## config.mk

```make
export PLATFORM = sky130hd
export DESIGN_NAME = acc_top
export DESIGN_NICKNAME = d
export VERILOG_FILES = /design/src/acc_pkg.sv /design/src/acc_clkdiv.sv /design/src/acc_top.sv
export SDC_FILE = /design/constraint.sdc
export NUM_CORES = 1
export LEC_CHECK = 0
export BUFFER_PORTS_ARGS = -buffer_cell sky130_fd_sc_hd__buf_2
export CAP_MARGIN = 10
export CORE_MARGIN = 1
export CORE_UTILIZATION = 46
export CTS_CLUSTER_DIAMETER = 60
export DETAILED_ROUTE_END_ITERATION = 8
export PLACE_DENSITY = 0.73
export SLEW_MARGIN = 20
export SYNTH_ARGS = -nofsm -noshare
export SYNTH_HDL_FRONTEND = slang
export SYNTH_SLANG_ARGS = --single-unit
```

## constraint.sdc

```tcl
create_clock -name I_CLK -period 3.7 [get_ports I_CLK]
set_input_delay 1.11 -clock I_CLK [delete_from_list [all_inputs] [get_ports I_CLK]]
set_output_delay 1.11 -clock I_CLK [all_outputs]
set_load 0.1 [all_outputs]
```

## src/acc_pkg.sv

```systemverilog
package acc_pkg;

    // register byte offsets on the bus, one aligned word each
    localparam logic [7:0] OFS_CTRL0    = 8'h00;  // converter_control_0
    localparam logic [7:0] OFS_CTRL1    = 8'h04;  // converter_control_1
    localparam logic [7:0] OFS_RES_HIGH = 8'h08;  // result_high
    localparam logic [7:0] OFS_RES_LOW  = 8'h0c;  // result_low
    localparam logic [7:0] OFS_IRQ      = 8'h10;  // interrupt enables and request flag

    // converter_control_0 field positions
    localparam int BIT_START    = 7;   // start bit, conversion on its falling edge
    localparam int BIT_BUSY     = 6;   // conversion_busy_flag, read only
    localparam int BIT_POWER    = 5;   // converter_power_on
    localparam int BIT_FORMAT   = 4;   // result_format_sel
    localparam int CHAN_LSB     = 0;   // ext_channel_sel lowest bit
    localparam int CHAN_W       = 4;   // ext_channel_sel width

    // converter_control_1 field positions
    localparam int SRC_LSB      = 5;   // input_source_sel lowest bit
    localparam int SRC_W        = 3;   // input_source_sel width
    localparam int VREF_LSB     = 3;   // vref_source_sel lowest bit
    localparam int VREF_W       = 2;   // vref_source_sel width
    localparam int DIV_LSB      = 0;   // clock_div_sel lowest bit
    localparam int DIV_W        = 3;   // clock_div_sel width

    // interrupt register field positions
    localparam int BIT_GIE      = 0;   // global_irq_enable
    localparam int BIT_CIE      = 1;   // conv_irq_enable
    localparam int BIT_FLAG     = 2;   // conv_irq_flag

    // values after reset
    localparam logic [7:0] CTRL0_RST    = 8'h00;
    localparam logic [7:0] CTRL1_RST    = 8'h00;
    localparam logic [2:0] IRQ_RST      = 3'h0;

    // input source code that routes the external channel to the converter
    localparam logic [SRC_W-1:0] SRC_EXTERNAL = 3'h0;

    // conversion timing in conversion clock periods
    localparam int SAMPLE_TICKS  = 4;
    localparam int CONVERT_TICKS = 12;
    localparam int RES_W         = 12;  // result width, full scale 12'hfff

    // conversion sequencer states
    typedef enum logic [1:0] {
        ST_IDLE,
        ST_SAMPLE,
        ST_CONVERT
    } acc_state_t;

endpackage : acc_pkg

```

## src/acc_clkdiv.sv

```systemverilog
`timescale 1ns/1ns
// conversion clock enable: one pulse every 2**sel system clocks
module acc_clkdiv #(
    parameter int SEL_W = 3
) (
    // clock and reset
    input  wire logic             i_clk,
    input  wire logic             i_rstn,
    // control
    input  wire logic             i_clear,  // hold count at zero, no pulse
    input  wire logic [SEL_W-1:0] i_sel,    // division exponent
    // enable out
    output logic                  o_tick    // one-cycle conversion clock enable
);

    localparam int CNT_W = (2 ** SEL_W) - 1;  // wide enough for the largest ratio

    logic [CNT_W-1:0] cnt_reg;   // cycles since last pulse
    logic [CNT_W-1:0] cnt_next;
    logic [CNT_W-1:0] terminal;  // last count before the pulse

    // code 0 gives a pulse every cycle, each step doubles the period
    always_comb begin
        terminal = CNT_W'((CNT_W+1)'(1) << i_sel) - CNT_W'(1);
        o_tick   = !i_clear && (cnt_reg == terminal);
        if (i_clear || o_tick) begin
            cnt_next = '0;
        end else begin
            cnt_next = cnt_reg + CNT_W'(1);
        end
    end

    // count register
    always_ff @(posedge i_clk or negedge i_rstn) begin
        if (!i_rstn) begin
            cnt_reg <= '0;
        end else begin
            cnt_reg <= cnt_next;
        end
    end

endmodule : acc_clkdiv

```

## src/acc_top.sv

```systemverilog
// Implementation choices: the placing of the registers and the AHB-Lite register port.
`timescale 1ns/1ns
module acc_top (
    // clock and reset
    input  wire logic                                I_CLK,
    input  wire logic                                I_RSTN,
    // ahb-lite slave
    input  wire logic                                I_HSEL,
    input  wire logic [31:0]                         I_HADDR,
    input  wire logic [1:0]                          I_HTRANS,
    input  wire logic                                I_HWRITE,
    input  wire logic [2:0]                          I_HSIZE,
    input  wire logic [31:0]                         I_HWDATA,
    input  wire logic                                I_HREADY,
    output logic [31:0]                              O_HRDATA,
    output logic                                     O_HREADYOUT,
    output logic                                     O_HRESP,
    // analog converter side
    input  wire logic                                I_CMP_ABOVE,   // input above trial level
    output logic                                     O_ADC_POWER,
    output logic                                     O_ADC_RESET,
    output logic                                     O_ADC_SAMPLE,
    output logic [acc_pkg::RES_W-1:0]                O_DAC_CODE,
    output logic [acc_pkg::SRC_W-1:0]                O_INPUT_SRC,
    output logic [acc_pkg::CHAN_W-1:0]               O_EXT_CHANNEL,
    output logic                                     O_EXT_CONNECT,
    output logic [acc_pkg::VREF_W-1:0]               O_VREF_SRC,
    // status to the processor
    output logic                                     O_BUSY,
    output logic                                     O_CONV_IRQ
);

    // split the result into high and low byte views by format
    function automatic logic [15:0] format_result(input logic [acc_pkg::RES_W-1:0] res, input logic fmt);
        if (fmt) begin
            format_result = {4'h0, res[11:8], res[7:0]};  // right aligned
        end else begin
            format_result = {res[11:4], res[3:0], 4'h0};  // left aligned
        end
    endfunction : format_result

    // bus state
    logic       wr_pend_reg;   // write data phase pending
    logic       wr_pend_next;
    logic       rd_pend_reg;   // read data phase pending
    logic       rd_pend_next;
    logic [7:0] addr_reg;      // latched byte offset
    logic [7:0] addr_next;
    logic       accept;        // address phase taken this cycle

    // software registers
    logic [7:0] ctrl0_reg;     // start, power, format, channel (busy not stored)
    logic [7:0] ctrl0_next;
    logic [7:0] ctrl1_reg;     // source, reference, divider
    logic [7:0] ctrl1_next;
    logic [2:0] irq_reg;       // flag, converter enable, global enable
    logic [2:0] irq_next;
    logic       start_q_reg;   // start bit one cycle ago
    logic       start_q_next;

    // conversion state
    acc_pkg::acc_state_t           state_reg;
    acc_pkg::acc_state_t           state_next;
    logic [3:0]                    cnt_reg;      // sampling periods seen
    logic [3:0]                    cnt_next;
    logic [3:0]                    bit_reg;      // bit under trial
    logic [3:0]                    bit_next;
    logic [acc_pkg::RES_W-1:0]     sar_reg;      // approximation so far
    logic [acc_pkg::RES_W-1:0]     sar_next;
    logic [acc_pkg::RES_W-1:0]     result_reg;   // last completed result
    logic [acc_pkg::RES_W-1:0]     result_next;
    logic                          busy_reg;
    logic                          busy_next;
    logic                          done;         // completion pulse
    logic                          launch;       // start falling edge seen
    logic                          hold;         // converter held off or in reset
    logic                          tick;         // conversion clock enable
    logic [15:0]                   view;         // formatted result

    // field views
    logic start_bit;
    logic power_bit;
    logic fmt_bit;
    assign start_bit = ctrl0_reg[acc_pkg::BIT_START];
    assign power_bit = ctrl0_reg[acc_pkg::BIT_POWER];
    assign fmt_bit   = ctrl0_reg[acc_pkg::BIT_FORMAT];

    // conversion clock divider, restarted while idle so every conversion
    // sees whole periods from its launch
    acc_clkdiv #(
        .SEL_W (acc_pkg::DIV_W)
    ) u_div (
        .i_clk   (I_CLK),
        .i_rstn  (I_RSTN),
        .i_clear (state_reg == acc_pkg::ST_IDLE),
        .i_sel   (ctrl1_reg[acc_pkg::DIV_LSB +: acc_pkg::DIV_W]),
        .o_tick  (tick)
    );

    // bus: zero wait states, always okay; unmapped offsets read zero
    always_comb begin
        accept       = I_HSEL && I_HTRANS[1] && I_HREADY;
        wr_pend_next = accept && I_HWRITE;
        rd_pend_next = accept && !I_HWRITE;
        addr_next    = accept ? I_HADDR[7:0] : addr_reg;
    end

    always_ff @(posedge I_CLK or negedge I_RSTN) begin
        if (!I_RSTN) begin
            wr_pend_reg <= 1'b0;
            rd_pend_reg <= 1'b0;
            addr_reg    <= 8'h00;
        end else begin
            wr_pend_reg <= wr_pend_next;
            rd_pend_reg <= rd_pend_next;
            addr_reg    <= addr_next;
        end
    end

    // read mux from registered offset; values are taken straight from the
    // register flops so a write just before is visible
    always_comb begin
        view     = format_result(result_reg, fmt_bit);
        O_HRDATA = 32'h0000_0000;
        if (rd_pend_reg) begin
            case (addr_reg)
                acc_pkg::OFS_CTRL0: begin
                    O_HRDATA[7:0]               = ctrl0_reg;
                    O_HRDATA[acc_pkg::BIT_BUSY] = busy_reg;
                end
                acc_pkg::OFS_CTRL1:    O_HRDATA[7:0] = ctrl1_reg;
                acc_pkg::OFS_RES_HIGH: O_HRDATA[7:0] = view[15:8];
                acc_pkg::OFS_RES_LOW:  O_HRDATA[7:0] = view[7:0];
                acc_pkg::OFS_IRQ:      O_HRDATA[2:0] = irq_reg;
                default:               O_HRDATA = 32'h0000_0000;
            endcase
        end
        O_HREADYOUT = 1'b1;
        O_HRESP     = 1'b0;
    end

    // software register writes; the hardware flag set wins over a clear
    always_comb begin
        ctrl0_next   = ctrl0_reg;
        ctrl1_next   = ctrl1_reg;
        irq_next     = irq_reg;
        start_q_next = start_bit;
        if (wr_pend_reg) begin
            case (addr_reg)
                acc_pkg::OFS_CTRL0: begin
                    ctrl0_next                    = I_HWDATA[7:0];
                    ctrl0_next[acc_pkg::BIT_BUSY] = 1'b0;  // busy is read only
                end
                acc_pkg::OFS_CTRL1: ctrl1_next = I_HWDATA[7:0];
                acc_pkg::OFS_IRQ:   irq_next   = I_HWDATA[2:0];
                default: begin
                    ctrl0_next = ctrl0_reg;  // unmapped write ignored
                end
            endcase
        end
        if (done) begin
            irq_next[acc_pkg::BIT_FLAG] = 1'b1;
        end
    end

    always_ff @(posedge I_CLK or negedge I_RSTN) begin
        if (!I_RSTN) begin
            ctrl0_reg   <= acc_pkg::CTRL0_RST;
            ctrl1_reg   <= acc_pkg::CTRL1_RST;
            irq_reg     <= acc_pkg::IRQ_RST;
            start_q_reg <= 1'b0;
        end else begin
            ctrl0_reg   <= ctrl0_next;
            ctrl1_reg   <= ctrl1_next;
            irq_reg     <= irq_next;
            start_q_reg <= start_q_next;
        end
    end

    // conversion sequencer: sample for a few periods, then one bit of
    // successive approximation per period, msb first
    always_comb begin
        hold        = !power_bit || start_bit;
        launch      = start_q_reg && !start_bit;
        state_next  = state_reg;
        cnt_next    = cnt_reg;
        bit_next    = bit_reg;
        sar_next    = sar_reg;
        result_next = result_reg;
        busy_next   = busy_reg;
        done        = 1'b0;
        if (hold) begin
            // a power-off or a start held high aborts any conversion
            state_next = acc_pkg::ST_IDLE;
            busy_next  = 1'b0;
            cnt_next   = 4'h0;
            sar_next   = '0;
        end else begin
            case (state_reg)
                acc_pkg::ST_IDLE: begin
                    if (launch) begin
                        state_next = acc_pkg::ST_SAMPLE;
                        busy_next  = 1'b1;
                        cnt_next   = 4'h0;
                        sar_next   = '0;
                    end
                end
                acc_pkg::ST_SAMPLE: begin
                    if (tick) begin
                        if (cnt_reg == 4'(acc_pkg::SAMPLE_TICKS - 1)) begin
                            state_next = acc_pkg::ST_CONVERT;
                            bit_next   = 4'(acc_pkg::CONVERT_TICKS - 1);
                        end else begin
                            cnt_next = cnt_reg + 4'h1;
                        end
                    end
                end
                acc_pkg::ST_CONVERT: begin
                    if (tick) begin
                        sar_next[bit_reg] = I_CMP_ABOVE;
                        if (bit_reg == 4'h0) begin
                            // last of the twelve periods: publish and finish
                            state_next  = acc_pkg::ST_IDLE;
                            result_next = sar_next;
                            busy_next   = 1'b0;
                            done        = 1'b1;
                        end else begin
                            bit_next = bit_reg - 4'h1;
                        end
                    end
                end
                default: begin
                    state_next = acc_pkg::ST_IDLE;
                    busy_next  = 1'b0;
                end
            endcase
        end
    end

    always_ff @(posedge I_CLK or negedge I_RSTN) begin
        if (!I_RSTN) begin
            state_reg  <= acc_pkg::ST_IDLE;
            cnt_reg    <= 4'h0;
            bit_reg    <= 4'h0;
            sar_reg    <= '0;
            result_reg <= '0;
            busy_reg   <= 1'b0;
        end else begin
            state_reg  <= state_next;
            cnt_reg    <= cnt_next;
            bit_reg    <= bit_next;
            sar_reg    <= sar_next;
            result_reg <= result_next;
            busy_reg   <= busy_next;
        end
    end

    // analog controls; the trial level is the approximation with the bit
    // under test set, the half-step offset lives in the analog ladder
    always_comb begin
        O_ADC_POWER   = power_bit;
        O_ADC_RESET   = hold;
        O_ADC_SAMPLE  = (state_reg == acc_pkg::ST_SAMPLE);
        O_DAC_CODE    = '0;
        if (state_reg == acc_pkg::ST_CONVERT) begin
            O_DAC_CODE = sar_reg | (acc_pkg::RES_W'(1) << bit_reg);
        end
        O_INPUT_SRC   = ctrl1_reg[acc_pkg::SRC_LSB +: acc_pkg::SRC_W];
        O_EXT_CHANNEL = ctrl0_reg[acc_pkg::CHAN_LSB +: acc_pkg::CHAN_W];
        // an internal source cuts the pin off whatever channel is chosen
        O_EXT_CONNECT = power_bit && (O_INPUT_SRC == acc_pkg::SRC_EXTERNAL);
        O_VREF_SRC    = ctrl1_reg[acc_pkg::VREF_LSB +: acc_pkg::VREF_W];
        O_BUSY        = busy_reg;
        // level request, both enables needed; software clears the flag
        O_CONV_IRQ    = irq_reg[acc_pkg::BIT_FLAG] && irq_reg[acc_pkg::BIT_CIE]
                        && irq_reg[acc_pkg::BIT_GIE];
    end

endmodule : acc_top

```

# --- Word-level counts from Yosys, hierarchy flattened ---
# Index checks and enable logic that the tools add are counted.
# Widths: inputs -> output; s select.
op_classes:
  eq_ne: 19
  n_reduce_logical: 35
  bitwise: 2
  muxes: 42
  shifts: 2
  magnitude_cmp: 2
  n_addsub: 4
op_table:
  columns: ["operator", "n"]
  rows:
  - ["$mux 12", 4]
  - ["$mux 4", 8]
  - ["$pmux 12 s2", 1]
  - ["$pmux 5 s4", 1]
  - ["$eq 8x4->1 const B", 2]
  - ["$mux 16", 1]
  - ["$pmux 4 s2", 2]
  - ["$pmux 3 s5", 1]
  - ["$bwmux 12", 1]
  - ["$mux 2", 6]
  - ["$ne 3x3->1 const B", 4]
  - ["$or 12x12->12", 1]
  - ["$reduce_and 4->1", 3]
  - ["$shl 1x4->12 const A", 1]
  - ["$logic_and 1x1->1", 10]
  - ["$mux 1", 10]
  - ["$eq 8x3->1 const B", 1]
  - ["$eq 8x5->1 const B", 1]
  - ["$logic_not 8->1", 1]
  - ["$mux 8", 1]
  - ["$reduce_and 2->1", 4]
  - ["$add 7x1->7 const B", 1]
  - ["$eq 7x7->1", 1]
  - ["$mux 7", 1]
  - ["27 further kinds", 39]
word_totals:
  ff_bits: 71
  in_bits: 75

# --- Logic depth before layout (Yosys ltp) ---
depth:
  word_depth: 9
  depth_mapped: 13
  depth_no_buf: 9

# --- Modules after synthesis ---
# A second synthesis with hierarchy kept.
unflattened:
  cells_unflattened: 435
  area_unflattened_um2: 4212.8
modules_own_cells:
  columns: ["mod", "area_each_um2", "n_inst", "cells_each"]
  rows:
  - ["acc_top", 3729.8, 1, 381]
  - ["acc_clkdiv", 483.0, 1, 54]

# --- Worst setup path after synthesis ---
# No wires, ideal clock.
synth_path:
  path_type: "reg-to-output"
  start: "register ctrl0_reg[5]"
  end: "output O_EXT_CONNECT"
  n_path_buf: 0
  required_ps: 2590
  t_arrival_ps: 4095
  path_slack_ps: -1505
  stages_incl_launch_ff: 2
  cell_sequence: "dfrtp_1 > nor4b_1"
synth_between:
  elab_chain_cells: 1
synth_rtl:
  columns: ["element", "line", "text"]
  rows:
  - ["start: declaration", "acc_top.sv:52", "logic [7:0] ctrl0_reg;"]
  - ["start signal: assignment", "acc_top.sv:168", "ctrl0_reg <= acc_pkg::CTRL0_RST;"]
  - ["start signal: assignment", "acc_top.sv:173", "ctrl0_reg <= ctrl0_next;"]
  - ["$logic_and 1x1->1", "acc_top.sv:271", "O_EXT_CONNECT = power_bit && (O_INPUT_SRC == acc_pkg::SRC_EXTERNAL);"]
  - ["end: declaration", "acc_top.sv:26", "output logic O_EXT_CONNECT,"]
# Every way passes these cells.

# --- Final worst setup path ---
layout_path:
  start: "register addr_reg[0]"
  end: "output O_HRDATA[4]"
layout_between:
  elab_chain_cells: 3
  word_cells_on_any_way: 6
  cone_classes: "eq/ne (3); mux (2); reduce/logical (1)"
layout_rtl:
  columns: ["element", "line", "text"]
  rows:
  - ["start: declaration", "acc_top.sv:47", "logic [7:0] addr_reg;"]
  - ["start signal: assignment", "acc_top.sv:116", "addr_reg <= addr_next;"]
  - ["$eq 8x4->1, or another cell as far along", "acc_top.sv:126", "case (addr_reg)"]
  - ["$pmux 5 s4 *", "acc_top.sv:126", null]
  - ["$mux 8 *", "acc_top.sv:125", "if (rd_pend_reg) begin"]
  - ["end: declaration", "acc_top.sv:15", "output logic [31:0] O_HRDATA,"]
# Mark *: on every way between the ends. The rest lies on a longest branch, timed or not.

==> impl_metrics.csv <==
group,metric,value,unit
routing,remaining_drc_errors,0,
placed_design,number_of_input_and_output_port_buffers_inserted,57,
routing,drt-vias-per-instance,5.62,
layout,fillerInstances,789,
worst_setup_path,worstPathMaxFanout,4,
grt,grt_max_degree,32,
clocking,post_cts_hold_fix_bufs,0,
routing,wirelength,9.46,mm
worst_hold_path,min-delay-path-class,"flip-flop to flip-flop",
timing,remaining_max_slew_budget_at_the_tightest_pin,0.495,
worst_setup_path,setup.worst_path.class,"flip-flop to output pin",
worst_setup_path,crit_path_end_kind,"output pin",
worst_setup_path,crit-reg2reg-capture,"result_reg[9]",
floorplanning,io_pins,136,
synth,dominantRegCellSynth,"dfrtp_1",
timing,timing.clock.skew,0.0123,ns
power_and_ir_drop,report.power.total,2.06,mW
clocking,cts_inserted_buffers,9,
synth,synth_enable_flop_cells,0,
worst_setup_path,critical_path.reg2reg.startpoint,"ctrl1_reg[2]",
synth,synth_xor_xnor_area_share,0.0204,
floorplanning,placeable_area,8890,um^2
synth,most_common_cell_in_the_synthesized_netlist,"dfrtp_1",
synth,netlist_area,4300,um^2
routing,dr.first_iter.drc_count,170,
layout,area_growth_syn_to_layout,13.4,%
synth,synth.yosys.seq_area_share,0.413,
grt,antenna_found_initial,0,
run,drv_cap,0,
worst_setup_path,reg2reg_setup_slack,0.31,ns
power_and_ir_drop,powerDensity,423,nW/um^2
clocking,cts_setup_buffers,0,
power_and_ir_drop,power.static_leakage,2.04,nW
routing,detailroute.via_count,3391,
synth,compound_gate_fraction_of_synth_area,0.158,
timing,setup_total_negative_slack,0,ns
worst_setup_path,timing.critical_path.arrival,2.35,ns
synth,asyncSetResetFlopFracSynth,1.00,
floorplanning,die_height,98.7,um
timing,layout_min_cycle_time,3.46,ns
floorplanning,floorplan.die.width,98.7,um
power_and_ir_drop,worst_ir_drop_vdd,244,uV
synth,ys_seq_elements,71,
worst_setup_path,crit_path_start_kind,"flip-flop",
worst_setup_path,rr_worst_depth,8,
worst_hold_path,hold_path_origin,"ctrl0_reg[7]",
layout,antenna_cells_inserted,0,
synth,area_leader_netlist,"dfrtp_1",
worst_hold_path,hold_end,"start_q_reg",
grt,globalRoute.totalOverflow,0,
routing,route.detailed.wl_per_inst,15.7,um
clocking,insertion_delay,0.35,ns
worst_setup_path,timing.critical_path.required,2.59,ns
floorplanning,die_area,9740,um^2
clocking,h-tree-depth,3,
synth,synth_common_cells,"dfrtp_1 (71), nand2_1 (41), buf_4 (35), mux2_2 (32), nor2_1 (30)",
synth,synthesis.instances,445,
clocking,cts.root.buffer_cell,"clkbuf_8",
synth,ys.warnings.count,0,
synth,post-synth-top-area-fraction,0.413,
clocking,tritoncts,"yes",
clocking,cts.path.max_buffers,2,
grt,first_global_vias,3184,
synth,largest_family_of_logic_cells_by_synthesized_area,"compound AO/OA/AOI/OAI gates",
status,run_status,"finished clean",
clocking,clk_slew_on_worst_s_h_paths,0.08,ns
placed_design,place_congestion,0.843,
synth,synth_simple_gate_area_frac,0.145,
timing,rsz0062_at_grt,"no",
layout,nets,573,
timing,timing_worst_slew_pin_value,0.755,ns
layout,post_route_cells_drive_above_1_share,0.287,
grt,grt_first_pass_wirelength,15.7,mm
synth,synth_fa_ha_area_frac,0.0233,
routing,ant_nets,0,
timing,final_report_max_slew_violation_count,0,
worst_hold_path,worst_hold_path.num_cells,0,
grt,grt.total_usage,0.206,
placed_design,place_hpwl,6.84,mm
floorplanning,fp-row-count,34,
floorplanning,floorplan.initialDensity,0.484,
timing,hold_viol,0,
clocking,cts.sinks,71,
timing,finalSetupViolations,0,
synth,syn-mean-instance-area,9.67,um^2
synth,synthTopCellsByArea,"dfrtp_1 (41%), mux2_2 (8.4%), buf_4 (6.1%), nand2_1 (3.6%), mux2_4 (3.1%)",
routing,first_pass_iters,5,
timing,period_share,0.934,
synth,synth.mux.area_fraction,0.127,
synth,yosysUniqueCellTypes,56,
timing,fmaxAchievable,0.289,GHz
## cells in the final DEF (no fill, tap or decap), types with 9 or more instances in the layout
cell and instances:
a21oi_1 21, mux2_2 32, buf_2 51, inv_1 24
buf_4 11, mux2_4 9, o21ai_0 16, conb_1 26
clkbuf_8 10, nand3_1 15, nand2_1 40, dfrtp_1 71
nor2_1 29, a32oi_1 13, o22ai_1 13
## how the worst max path moves through the flow
stage                  from       endpoint  slack (ns)  depth (start not counted)
2_1_floorplan  ctrl0_reg[5]  O_EXT_CONNECT       -0.16                          1
3_3_place_gp    addr_reg[0]    O_HRDATA[4]        0.37                          5
3_5_place_dp   ctrl1_reg[2]  result_reg[4]        0.36                          8
4_1_cts         addr_reg[0]    O_HRDATA[7]        0.04                          5
5_1_grt         addr_reg[0]    O_HRDATA[4]        0.06                          6
6_report        addr_reg[0]    O_HRDATA[4]        0.24                          6
## metal layers
| metal | up-vias | wire length (um) | global-route usage |
|---|---|---|---|
| li1 | 1612 | - | - |
| met1 | 1630 | 4220 | 0.277 |
| met2 | 133 | 4540 | 0.327 |
| met3 | 16 | 542 | 0.0546 |
| met4 | 0 | 153 | 0.0620 |
| met5 | - | 0 | 0 |
## critical path, stage by stage (launching register included)
cell     delay [ns]
dfrtp_1        0.39
or4_1          0.57
nor3_2         0.25
and3_1         0.22
o21ai_0        0.11
a21oi_2        0.17
buf_4          0.30
## per-stage QoR
stage	std cells	setup WS (ns)	area (um^2)	utilization	hold WS (ns)
detailed placement	587	0.362	4630	0.521	0.401
CTS	603	0.0447	4860	0.547	0.426
floorplan	469	-0.157	4460	-	0.382
finish	603	0.242	4880	0.548	0.425
global route	603	0.0606	4880	0.548	0.439
global placement	587	0.367	4630	0.521	0.408
## cells by family (layout without fill, tap and decap cells)
kind of cell             count (synthesis)  in the layout
AND/OR/NAND/NOR                        125            125
AO/OA/AOI/OAI                          101            101
buffers and inverters                   82            108
flip-flops                              71             71
multiplexers                            46             46
XOR/XNOR                                10             10
adder cells (fa/ha/maj)                  8              8
other                                    2             26
## timing repair
item                       4_1_cts  5_1_grt
setup endpoints to repair        1        6
resized for setup                1        3
hold endpoints to repair         0        0
## where the power goes
part	switching (mW)	internal (mW)	leakage, nW
logic	0.374	0.120	1.07
registers	0.0515	0.814	0.871
clock network	0.305	0.400	0.105
## cell type report
type                    count  area [um^2]  share of cell area
clock buffers              10          138              0.0282
clock inverters             6         91.3              0.0187
inverters                  25         93.8              0.0192
multi-input cells         316         2220               0.454
flip-flops and latches     71         1780               0.364
well taps                 108          135              0.0277
repair buffers             67          425              0.0872
No activity file was read; power rests on OpenSTA's default activity.
